**config.mk**
```make
export PLATFORM = sky130hd
export DESIGN_NAME = psc_config
export DESIGN_NICKNAME = d
export VERILOG_FILES = /design/src/verilog/psc_dummy_unused.sv /design/src/verilog/psc_pkg.sv /design/src/verilog/psc_config.sv
export SDC_FILE = /design/constraint.sdc
export NUM_CORES = 1
export LEC_CHECK = 0
export BUFFER_PORTS_ARGS = -buffer_cell sky130_fd_sc_hd__buf_2
export CORE_UTILIZATION = 48
export CTS_BUF_LIST = sky130_fd_sc_hd__clkbuf_8 sky130_fd_sc_hd__clkbuf_16
export CTS_CLUSTER_DIAMETER = 40
export DETAILED_ROUTE_END_ITERATION = 10
export PLACE_DENSITY = 0.68
export RECOVER_POWER = 25
export SYNTH_ARGS = -nofsm -noshare
export SYNTH_HDL_FRONTEND = slang
export SYNTH_SLANG_ARGS = --single-unit
```
**constraint.sdc**
```tcl
create_clock -name clk -period 4.15 [get_ports clk]
set_input_delay 0.415 -clock clk [delete_from_list [all_inputs] [get_ports clk]]
set_output_delay 0.415 -clock clk [all_outputs]
set_load 0.05 [all_outputs]
```
**src/verilog/psc_dummy_unused.sv**
```systemverilog
`default_nettype none
`default_nettype wire

```
**src/verilog/psc_pkg.sv**
```systemverilog
// Notes on behaviour
// - Each 32-bit word goes to one of four registers picked by bits 1:0.
// - Word 2 bit 2 sets pump polarity: zero positive, one negative current.
// - Word 2 bit 3 set presets pump output to half supply.
// - Word 2 bits 7:4 are the pump current code, default 1010.
// - Word 2 bits 9:8 pick detector pulse width 1.5, 3, 4.5, 6 ns.
// - Word 2 bits 12:10 pick the feedback prescaler for the detector.
// - Select codes 000..111 divide by 1,2,3,4,6,8,16,8; default 101.
// - Word 2 bits 27:13 hold five output pair prescaler selects, ascending.
// - Word 2 bit 28 low enters power down; high is normal.
// - Word 2 bit 29 makes shared pin divider reset at zero, hold at one.
// - Word 2 bit 30 low resets all dividers like the reset pin.
// - Word 2 bit 31 low floats the pump output like the hold pin.
// - Word 3 bits 3:2 select the lock window, default 01.
// - Word 3 bits 5:4 select successive in-window events for lock, default 10.
// - Event codes need 1, 16, 64, 256 events; one failure drops lock.
// - Word 3 bit 6 also drops lock whenever a frequency offset is seen.
// - Word 3 bit 9 enables frequency hold-over.
// - Word 3 bit 11 forces hold on; else hold follows analog lock.
// - Test mode only when word 3 bit 16 is one; host zeroes reserved bits.
// - Word 3 bit 28 passes detector inputs to the status outputs.
// - Reference divider ratio is ten-bit code plus one, 1 to 1024.
// - Feedback divider ratio is twelve-bit code plus one, 1 to 4096.
// - Quarter shift replaces divide by 16 per pair; both bits means no shift.
// - Single-ended mode codes: active, high impedance, inverted, low.
// - Differential pair uses only its first output's low mode bit.
// - Delay codes give 0 to 1750 ps; reference lags, feedback leads.
`default_nettype none
package psc_pkg;
  localparam int WORD_W = 32;
  localparam logic [31:0] WORD0_RST = 32'h0007F1FC;
  localparam logic [31:0] WORD1_RST = 32'h0000007D;
  localparam logic [31:0] WORD2_RST = 32'hDB6DB4A2;
  localparam logic [31:0] WORD3_RST = 32'h00000027;
  localparam int SEL_LSB = 0;
  localparam int M_LSB = 2;
  localparam int N_LSB = 12;
  localparam int DLYM_LSB = 24;
  localparam int DLYN_LSB = 27;
  localparam int DIFF_LSB = 2;
  localparam int MODE_LSB = 7;
  localparam int Q4_BIT = 30;
  localparam int Q8_BIT = 31;
  localparam int POL_BIT = 2;
  localparam int PRESET_BIT = 3;
  localparam int CUR_LSB = 4;
  localparam int PW_LSB = 8;
  localparam int FBSEL_LSB = 10;
  localparam int OSEL_LSB = 13;
  localparam int PD_BIT = 28;
  localparam int PINFN_BIT = 29;
  localparam int DRST_BIT = 30;
  localparam int HOLD_BIT = 31;
  localparam int LW_LSB = 2;
  localparam int LC_LSB = 4;
  localparam int OFFSET_ONLY_UNLOCK_MODE_BIT = 6;
  localparam int HOLDOVER_ENABLE_BIT = 9;
  localparam int HTRIG_BIT = 11;
  localparam int TEST_BIT = 16;
  localparam int PASS_BIT = 28;
  localparam logic [8:0] LOCK_N0 = 9'h001;
  localparam logic [8:0] LOCK_N1 = 9'h010;
  localparam logic [8:0] LOCK_N2 = 9'h040;
  localparam logic [8:0] LOCK_N3 = 9'h100;
  localparam int PAIRS = 5;
  typedef struct packed {
    logic sclk;
    logic data;
    logic latch;
  } psc_serial_t;
  typedef struct packed {
    logic polarity;
    logic midrail_preset;
    logic [3:0] current;
    logic [1:0] pulse_width;
    logic hiz;
  } psc_pump_t;
  typedef struct packed {
    logic [1:0] window;
    logic [8:0] required;
    logic offset_only;
    logic holdover_enable;
    logic trigger_select;
    logic test_mode;
    logic passthrough;
  } psc_lock_t;
endpackage
`default_nettype wire

```
**src/verilog/psc_config.sv**
```systemverilog
`default_nettype none
module psc_config (
  input wire logic clk,
  input wire logic rst_b,
  input wire psc_pkg::psc_serial_t serial_in,
  input wire logic shared_pin_n,
  input wire logic detector_ref_in,
  input wire logic detector_fb_in,
  input wire logic in_window_in,
  input wire logic freq_offset_in,
  input wire logic analog_lock_in,
  output psc_pkg::psc_pump_t pump_cfg,
  output psc_pkg::psc_lock_t lock_cfg,
  output logic power_down_n,
  output logic divider_reset,
  output logic [10:0] ref_ratio,
  output logic [12:0] fb_ratio,
  output logic [4:0] fb_prescale,
  output logic fb_quarter_shift,
  output logic [4:0][4:0] pair_prescale,
  output logic [4:0] pair_quarter_shift,
  output logic [4:0] pair_differential_select,
  output logic [9:0][1:0] output_mode,
  output logic [10:0] reference_delay_ps,
  output logic [10:0] feedback_delay_ps,
  output logic pll_lock,
  output logic hold_active,
  output logic reference_status_out,
  output logic oscillator_status_out
);
  import psc_pkg::*;

  logic [2:0] sync1;
  logic [2:0] sync2;
  logic [5:0] pin1;
  logic [5:0] pin2;
  logic sclk_prev;
  logic latch_prev;
  logic ref_prev;
  logic [31:0] shift_q;
  logic [31:0] word_q [4];
  logic [8:0] lock_cnt;
  logic commit;
  logic sclk_rise;
  logic ref_edge;
  logic pin_s;
  logic ref_s;
  logic fb_s;
  logic win_s;
  logic offset_only_unlock_mode_s;
  logic alock_s;
  logic [1:0] sel;

  function automatic logic [4:0] ratio_of(input logic [2:0] code,
                                          input logic q4,
                                          input logic q8);
    logic [4:0] r;
    r = 5'h08;
    case (code)
      3'h0: r = 5'h01;
      3'h1: r = 5'h02;
      3'h2: r = 5'h03;
      3'h3: r = 5'h04;
      3'h4: r = 5'h06;
      3'h5: r = 5'h08;
      3'h6: r = (q4 ^ q8) ? (q4 ? 5'h04 : 5'h08) : 5'h10;
      default: r = 5'h08;
    endcase
    return r;
  endfunction

  function automatic logic [10:0] delay_of(input logic [2:0] code);
    logic [10:0] d;
    d = 11'h000;
    case (code)
      3'h0: d = 11'd0;
      3'h1: d = 11'd160;
      3'h2: d = 11'd320;
      3'h3: d = 11'd480;
      3'h4: d = 11'd830;
      3'h5: d = 11'd1130;
      3'h6: d = 11'd1450;
      default: d = 11'd1750;
    endcase
    return d;
  endfunction

  // Pin synchronisers
  always_ff @(posedge clk or negedge rst_b) begin
    if (!rst_b) begin
      sync1 <= 3'h7;
      sync2 <= 3'h7;
      pin1 <= 6'h01;
      pin2 <= 6'h01;
    end else begin
      sync1 <= serial_in;
      sync2 <= sync1;
      pin1 <= {analog_lock_in, freq_offset_in, in_window_in,
               detector_fb_in, detector_ref_in, shared_pin_n};
      pin2 <= pin1;
    end
  end

  assign pin_s = pin2[0];
  assign ref_s = pin2[1];
  assign fb_s = pin2[2];
  assign win_s = pin2[3];
  assign offset_only_unlock_mode_s = pin2[4];
  assign alock_s = pin2[5];

  always_ff @(posedge clk or negedge rst_b) begin
    if (!rst_b) begin
      sclk_prev <= 1'b1;
      latch_prev <= 1'b1;
      ref_prev <= 1'b0;
    end else begin
      sclk_prev <= sync2[2];
      latch_prev <= sync2[0];
      ref_prev <= ref_s;
    end
  end

  assign sclk_rise = sync2[2] & ~sclk_prev & ~sync2[0];
  assign commit = sync2[0] & ~latch_prev;
  assign ref_edge = ref_s & ~ref_prev;
  assign sel = shift_q[SEL_LSB +: 2];

  // Serial shift, most significant bit first
  always_ff @(posedge clk or negedge rst_b) begin
    if (!rst_b) begin
      shift_q <= 32'h00000000;
    end else if (sclk_rise) begin
      shift_q <= {shift_q[30:0], sync2[1]};
    end
  end

  // Word storage
  always_ff @(posedge clk or negedge rst_b) begin
    if (!rst_b) begin
      word_q[0] <= WORD0_RST;
      word_q[1] <= WORD1_RST;
      word_q[2] <= WORD2_RST;
      word_q[3] <= WORD3_RST;
    end else if (commit) begin
      word_q[sel] <= shift_q;
    end
  end

  // Pump and divider control
  always_ff @(posedge clk or negedge rst_b) begin
    if (!rst_b) begin
      pump_cfg <= '0;
      power_down_n <= 1'b1;
      divider_reset <= 1'b0;
    end else begin
      pump_cfg.polarity <= word_q[2][POL_BIT];
      pump_cfg.midrail_preset <= word_q[2][PRESET_BIT];
      pump_cfg.current <= word_q[2][CUR_LSB +: 4];
      pump_cfg.pulse_width <= word_q[2][PW_LSB +: 2];
      pump_cfg.hiz <= ~word_q[2][HOLD_BIT] |
                      (word_q[2][PINFN_BIT] & ~pin_s);
      power_down_n <= word_q[2][PD_BIT];
      divider_reset <= ~word_q[2][DRST_BIT] |
                       (~word_q[2][PINFN_BIT] & ~pin_s);
    end
  end

  // Dividers and delays
  always_ff @(posedge clk or negedge rst_b) begin
    if (!rst_b) begin
      ref_ratio <= '0;
      fb_ratio <= '0;
      fb_prescale <= '0;
      fb_quarter_shift <= 1'b0;
      reference_delay_ps <= '0;
      feedback_delay_ps <= '0;
    end else begin
      ref_ratio <= {1'b0, word_q[0][M_LSB +: 10]} + 11'h001;
      fb_ratio <= {1'b0, word_q[0][N_LSB +: 12]} + 13'h0001;
      fb_prescale <= ratio_of(word_q[2][FBSEL_LSB +: 3],
                              word_q[1][Q4_BIT], word_q[1][Q8_BIT]);
      fb_quarter_shift <= (word_q[2][FBSEL_LSB +: 3] == 3'h6) &
                          (word_q[1][Q4_BIT] ^ word_q[1][Q8_BIT]);
      reference_delay_ps <= delay_of(word_q[0][DLYM_LSB +: 3]);
      feedback_delay_ps <= delay_of(word_q[0][DLYN_LSB +: 3]);
    end
  end

  // Per pair prescaler and output mode
  for (genvar i = 0; i < PAIRS; i++) begin : g_pair
    always_ff @(posedge clk or negedge rst_b) begin
      if (!rst_b) begin
        pair_prescale[i] <= '0;
        pair_quarter_shift[i] <= 1'b0;
        pair_differential_select[i] <= 1'b0;
        output_mode[2*i] <= '0;
        output_mode[2*i+1] <= '0;
      end else begin
        pair_prescale[i] <= ratio_of(word_q[2][OSEL_LSB+3*i +: 3],
                                     word_q[1][Q4_BIT], word_q[1][Q8_BIT]);
        pair_quarter_shift[i] <= (word_q[2][OSEL_LSB+3*i +: 3] == 3'h6) &
                                 (word_q[1][Q4_BIT] ^ word_q[1][Q8_BIT]);
        pair_differential_select[i] <= word_q[1][DIFF_LSB+i];
        if (word_q[1][DIFF_LSB+i]) begin
          output_mode[2*i] <= {1'b0, word_q[1][MODE_LSB+4*i]};
          output_mode[2*i+1] <= {1'b0, word_q[1][MODE_LSB+4*i]};
        end else begin
          output_mode[2*i] <= word_q[1][MODE_LSB+4*i +: 2];
          output_mode[2*i+1] <= word_q[1][MODE_LSB+4*i+2 +: 2];
        end
      end
    end
  end

  // Lock configuration
  always_ff @(posedge clk or negedge rst_b) begin
    if (!rst_b) begin
      lock_cfg <= '0;
    end else begin
      lock_cfg.window <= word_q[3][LW_LSB +: 2];
      case (word_q[3][LC_LSB +: 2])
        2'h0: lock_cfg.required <= LOCK_N0;
        2'h1: lock_cfg.required <= LOCK_N1;
        2'h2: lock_cfg.required <= LOCK_N2;
        default: lock_cfg.required <= LOCK_N3;
      endcase
      lock_cfg.offset_only <= word_q[3][OFFSET_ONLY_UNLOCK_MODE_BIT];
      lock_cfg.holdover_enable <= word_q[3][HOLDOVER_ENABLE_BIT];
      lock_cfg.trigger_select <= word_q[3][HTRIG_BIT];
      lock_cfg.test_mode <= word_q[3][TEST_BIT];
      lock_cfg.passthrough <= word_q[3][PASS_BIT];
    end
  end

  // Digital lock detector, counted on reference edges
  always_ff @(posedge clk or negedge rst_b) begin
    if (!rst_b) begin
      lock_cnt <= '0;
      pll_lock <= 1'b0;
    end else if (lock_cfg.offset_only && offset_only_unlock_mode_s) begin
      lock_cnt <= '0;
      pll_lock <= 1'b0;
    end else if (ref_edge) begin
      if (!win_s) begin
        lock_cnt <= '0;
        pll_lock <= 1'b0;
      end else if (lock_cnt + 9'h001 >= lock_cfg.required) begin
        lock_cnt <= lock_cfg.required;
        pll_lock <= 1'b1;
      end else begin
        lock_cnt <= lock_cnt + 9'h001;
      end
    end
  end

  // Hold-over and status outputs
  always_ff @(posedge clk or negedge rst_b) begin
    if (!rst_b) begin
      hold_active <= 1'b0;
      reference_status_out <= 1'b0;
      oscillator_status_out <= 1'b0;
    end else begin
      hold_active <= lock_cfg.holdover_enable &
                     (lock_cfg.trigger_select | alock_s);
      reference_status_out <= lock_cfg.passthrough ? ref_s : pll_lock;
      oscillator_status_out <= lock_cfg.passthrough ? fb_s : 1'b0;
    end
  end
endmodule
`default_nettype wire

```
-- Yosys cells after proc, flatten, opt, wreduce, memory -nomap -nowiden
Index checks and enable logic that the tools add are counted.
- $add $sub $neg: 3
- $mul: 0
- divide/modulo/power cells: 0
- magnitude comparators: 3
- equality and inequality tests: 45
- shift-type cells: 0
- muxes and demuxes: 29
- bitwise operators: 26
- reduce and logical (&&, ||, !) cells: 13
- operators with widths (cell ; number):
    case mux 5 bit (6 select lines) ; 6
    case mux 11 bit (7 select lines) ; 2
    bitwise mux 128 bit ; 1
    demux 32 bit (select 2 bit) ; 1
    == test 3 bit (second input constant) ; 18
    == test 3 x 2 -> 1 bit (second input constant) ; 16
    two-way mux 9 bit ; 4
    two-way mux 32 bit ; 1
    case mux 9 bit (3 select lines) ; 1
    == test 3 x 1 -> 1 bit (second input constant) ; 8
    logical NOT 3 bit ; 8
    two-way mux 4 bit ; 6
    adder 12 x 1 -> 13 bit (second input constant) ; 1
    bitwise AND 1 bit ; 13
    adder 10 x 1 -> 11 bit (second input constant) ; 1
    adder 9 x 1 -> 9 bit (second input constant) ; 1
    greater-or-equal comparator 9 bit ; 1
    inverter 1 bit ; 8
    two-way mux 1 bit ; 6
    two-way mux 5 bit ; 1
    greater-or-equal comparator 3 bit (second input constant) ; 1
    less-than comparator 3 x 1 -> 1 bit (second input constant) ; 1
    inequality test 3 x 1 -> 1 bit (second input constant) ; 1
    inverter 2 -> 3 bit ; 1
    other kinds (8) ; 11
- register bits after elaboration: 328
- latch bits: 0
- RAM bits: 0
- ROM bits: 0
- input bits: 11
- memories kept: 0

-- Logic depth before layout (Yosys ltp)
- word-level depth: 6
- mapped depth: 12
- gate-level depth less buffers: 12

-- Worst setup path before layout
OpenSTA, ideal clock, no wires.
- kind: reg2reg
- start: register lock_cnt[0]
- end: register lock_cnt[2]
- setup time: 0.137 ns
- data arrival time: 2.682 ns
- data required time: 4.013 ns
- slack: 1.331 ns
- stages on the path, launching flop included: 13
- buffers on the path: 0
- period minus slack after synthesis: 2.819 ns
- cells stage by stage: dfrtp_1 -> ha_1 -> nand3_1 -> nor3_1 -> nand3_1 -> xnor2_1 -> ha_1 -> and3_1 -> nand3b_1 -> a221oi_2 -> a211oi_4 -> a41oi_1 -> o32ai_2
- word-level cells in the longest chain between the ends: 6
- RTL lines (item ; line ; source):
    start, declared ; psc_config.sv:42 ; logic [8:0] lock_cnt;
    start signal, assigned ; psc_config.sv:248 ; lock_cnt <= lock_cfg.required;
    start signal, assigned ; psc_config.sv:251 ; lock_cnt <= lock_cnt + 9'h001;
    adder 9 x 1 -> 9 bit (*) ; psc_config.sv:247, psc_config.sv:251 ;
    greater-or-equal comparator 9 bit ; psc_config.sv:247 ; end else if (lock_cnt + 9'h001 >= lock_cfg.required) begin
    two-way mux 9 bit (*) ; psc_config.sv:247 ;
    two-way mux 9 bit (*) ; psc_config.sv:244 ; if (!win_s) begin
    two-way mux 9 bit (*) ; psc_config.sv:243 ; end else if (ref_edge) begin
    two-way mux 9 bit (*) ; psc_config.sv:240 ; end else if (lock_cfg.offset_only && offset_only_unlock_mode_s) begin
Mark *: on every way between the ends. The rest lies on a longest branch, timed or not. The select of a mux whose other input is x is not followed.
A chain may end at the register's enable or synchronous reset.

-- Worst setup path in the final report
Same ends and word-level chain as after synthesis.

==> reports/results.ini <==
[critical_path]
reg2reg_slack_ns=0.82
startpoint=lock_cnt[0]$_DFFE_PN0P_
crit_buf_inv=0
cp-start-kind=flop
path_cells=ha_1, nand3_1, nor3_1, nand3_1, xnor2_1, ha_1, and3_1, nand3b_1, a221oi_2, a211oi_4, a41oi_1, o32ai_2
cp_top_family=simple AND/OR/NAND/NOR gates
end_kind=flop
crit_type=reg -> reg
crit_fanout=9
crit_path_max_incr_delay_ns=0.49
r2r_start=lock_cnt[0]$_DFFE_PN0P_
critical_path_arrival_ns=3.69
crit_path_top_delay_cell=dfrtp_1
crit_required_ns=4.50

[die]
die_h_um=150
core_region_area_sq_um=21300
ioPinCount=149
initial_core_util_pct=49.6
die-area_sq_um=22600
num_rows=53
dieWidth_um=150

[drt]
num_vias=6160
drc=0
wire_per_inst_um=16.9
postRouteAntennaNets=0
wirelength_um=20400
drtIter0Drc=201
routed_via_density=5.12
first_pass_iters=4

[global_routing]
grt_max_degree=104
grt_remaining_overflow=0
antenna_found_initial=0
grt_use_total_pct=18.9
grt_pass1_wl_um=33000
grt_pass1_vias=6121

[timing]
rsz0062_at_grt=false
setup_viol=0
fin_hold_ws_ns=0.0109
worst_slack_ns=0.818
max_freq_ghz=0.300
tns_ns=0
drv_slew=97
fin_crit_ns=3.33
tightest_slew_ns=2.34
hold_viol=0
fin_skew_ns=0.0181
relSlewSlack_pct=-55.8
fin_crit_sh_pct=80.3

[placement]
port_buffers=141
gp_congestion=0.800
dp_slack_ns=0.872
hpwl_um=12900

[hold_path]
hp-class=in -> reg
hp-start=shared_pin_n

[logic_synthesis]
synth_top_family_by_area=multiplexers
synth.top_cell.area_share_pct=55.5
ys_seq_elements=283
synth_xor_area_share_pct=2.56
synth_compound_area_share_pct=4.58
synthFlopType=dfrtp_1
yosys.area.top_type=dfrtp_1
yosys.area_share.simple_pct=7.94
syn_inst=741
synth.avg_cell_area_sq_um=14.2
synth_edf_count=0
ys_top_cells_by_area=dfrtp_1 55%, mux2_2 13%, dfstp_2 12%, xnor2_1 1.8%, nand2_1 1.7%
synth.distinct_cells=56
ys_seq_area_share_pct=67.7
synthAdderAreaFrac_pct=1.07
yosys_warnings=0
synthMuxAreaShare_pct=13.3
async_flop_share_pct=100
syn_area_sq_um=10600

[clocking]
cts_tree=yes
clockBufferDepth=3
insertion_delay_ns=0.51
cts_buffers=38
clk_pin_slew_ns=0.05
cts_resized=0
post_cts_buffers=0
clock_sinks=283
ctsHoldBuffers=7
htreeDepth=2
cts-root-buf=clkbuf_16

[run_status]
violations=capacitance limit, slew limit
status=complete, but fails checks

[finish]
diodes=0
synthToLayoutAreaGrowth_pct=22.3
drive_gt1_share_pct=41.3
nets=918

[power_and_ir_drop]
totalPowerFinal_mw=8.02
powerDensity_nw_per_um2=622
leakage_nw=6.40
vdd_ir_drop_max_v=0.000310

[flow_run]
drv_cap=1

[cells in the mapped netlist, types with 2 or more instances]
cell type / number
dfrtp_1: 234
mux2_2: 125
dfstp_2: 49
nand2_1: 48
o21ai_0: 35
clkbuf_1: 26
xnor2_1: 22
nor2b_1: 21
nor2_1: 20
inv_1: 19
nand3_1: 16
a21oi_1: 15
and3_1: 11
buf_4: 11
ha_1: 9
xor2_1: 7
buf_2: 6
nor3_1: 6
nor3b_1: 6
nand3b_1: 5
and2_1: 4
nand4_1: 3
nand4b_1: 3
o21a_1: 3
o31ai_1: 3
a31oi_1: 2
a41oi_1: 2
nor4bb_1: 2
[cell type report]
| class | count | area, sq um |
|---|---|---|
| Clock inverter | 27 | 269 |
| Sequential cell | 283 | 7140 |
| Fill cell | 1671 | 8390 |
| Clock buffer | 43 | 1050 |
| Tap cell | 275 | 344 |
| Multi-Input combinational cell | 401 | 3180 |
| Inverter | 19 | 71.3 |
| Timing Repair Buffer | 155 | 840 |
[per-layer routing]
metal | part of all wire [%] | wire length (um) | global-route usage [%]
met5 | 0 | 0 | 0
met4 | 2.6 | 520 | 7.83
met3 | 4.2 | 846 | 3.12
met2 | 47 | 9480 | 29.1
met1 | 47 | 9510 | 26.7
[flip-flops by register name (all words and copies together) (netlist names), 3 cells and up]
name and count:
ref_ratio 11, pair_quarter_shift 5, feedback_delay_ps 8, lock_cnt 9, pair_prescale 25, sync2 3
reference_delay_ps 8, pump_cfg 9, output_mode 20, pin2 6, pair_differential_select 5, shift_q 32
lock_cfg 11, pin1 6, fb_ratio 13, sync1 3, fb_prescale 5, word_q 94
[placed cells by master (no fill, tap or decap), drive strengths merged, types with 4 or more instances in the layout]
master       count
a21oi           15
and2             4
and3            11
buf            146
bufinv           4
clkbuf          45
clkinv           8
conb             7
dfrtp          234
dfstp           49
dlygate4sd3      7
ha               9
inv             31
mux2           125
nand2           48
nand3           17
nand3b           5
nand4            4
nor2            21
nor2b           21
nor3             6
nor3b            6
o21ai           35
xnor2           23
xor2             7
[path summary, 6_finish.rpt]
path,end,depth (start not counted)
min in group asynchronous,lock_cfg[0]$_DFF_PN0_,2
setup / recovery,lock_cnt[2]$_DFFE_PN0P_,12
max in group asynchronous,pair_prescale[2]$_DFF_PN0_,3
setup reg to reg,lock_cnt[2]$_DFFE_PN0P_,12
hold / removal,pin1[0]$_DFF_PN1_,1
hold reg to reg,pin2[2]$_DFF_PN0_,0
[power breakdown]
group / total [mW] / switching (mW) / internal (mW) / leakage [nW]
combinational: 1.36 / 0.917 / 0.447 / 2.07
sequential: 3.36 / 0.272 / 3.09 / 3.66
clock: 3.30 / 1.21 / 2.09 / 0.671
total: 8.02 / 2.40 / 5.62 / 6.40
[logic make-up (layout without fill, tap and decap cells)]
logic type	after synthesis	count (layout)
buffers and inverters	63	244
adders and majority gates	9	9
other	1	7
AOI/OAI and AO/OA	75	75
DFF	283	283
muxes	125	125
and+or+nand+nor	155	155
xor gates and xnor gates	30	30
[metrics by stage]
step / cells / util [%] / area, sq um
finish: 1203 / 60.6 / 12900
global placement: 1126 / 54.1 / 11500
floorplan: 747 / - / 10600
global route: 1203 / 60.6 / 12900
detailed placement: 1126 / 54.1 / 11500
CTS: 1203 / 60.7 / 12900
Power figures use the tool's default switching activity.
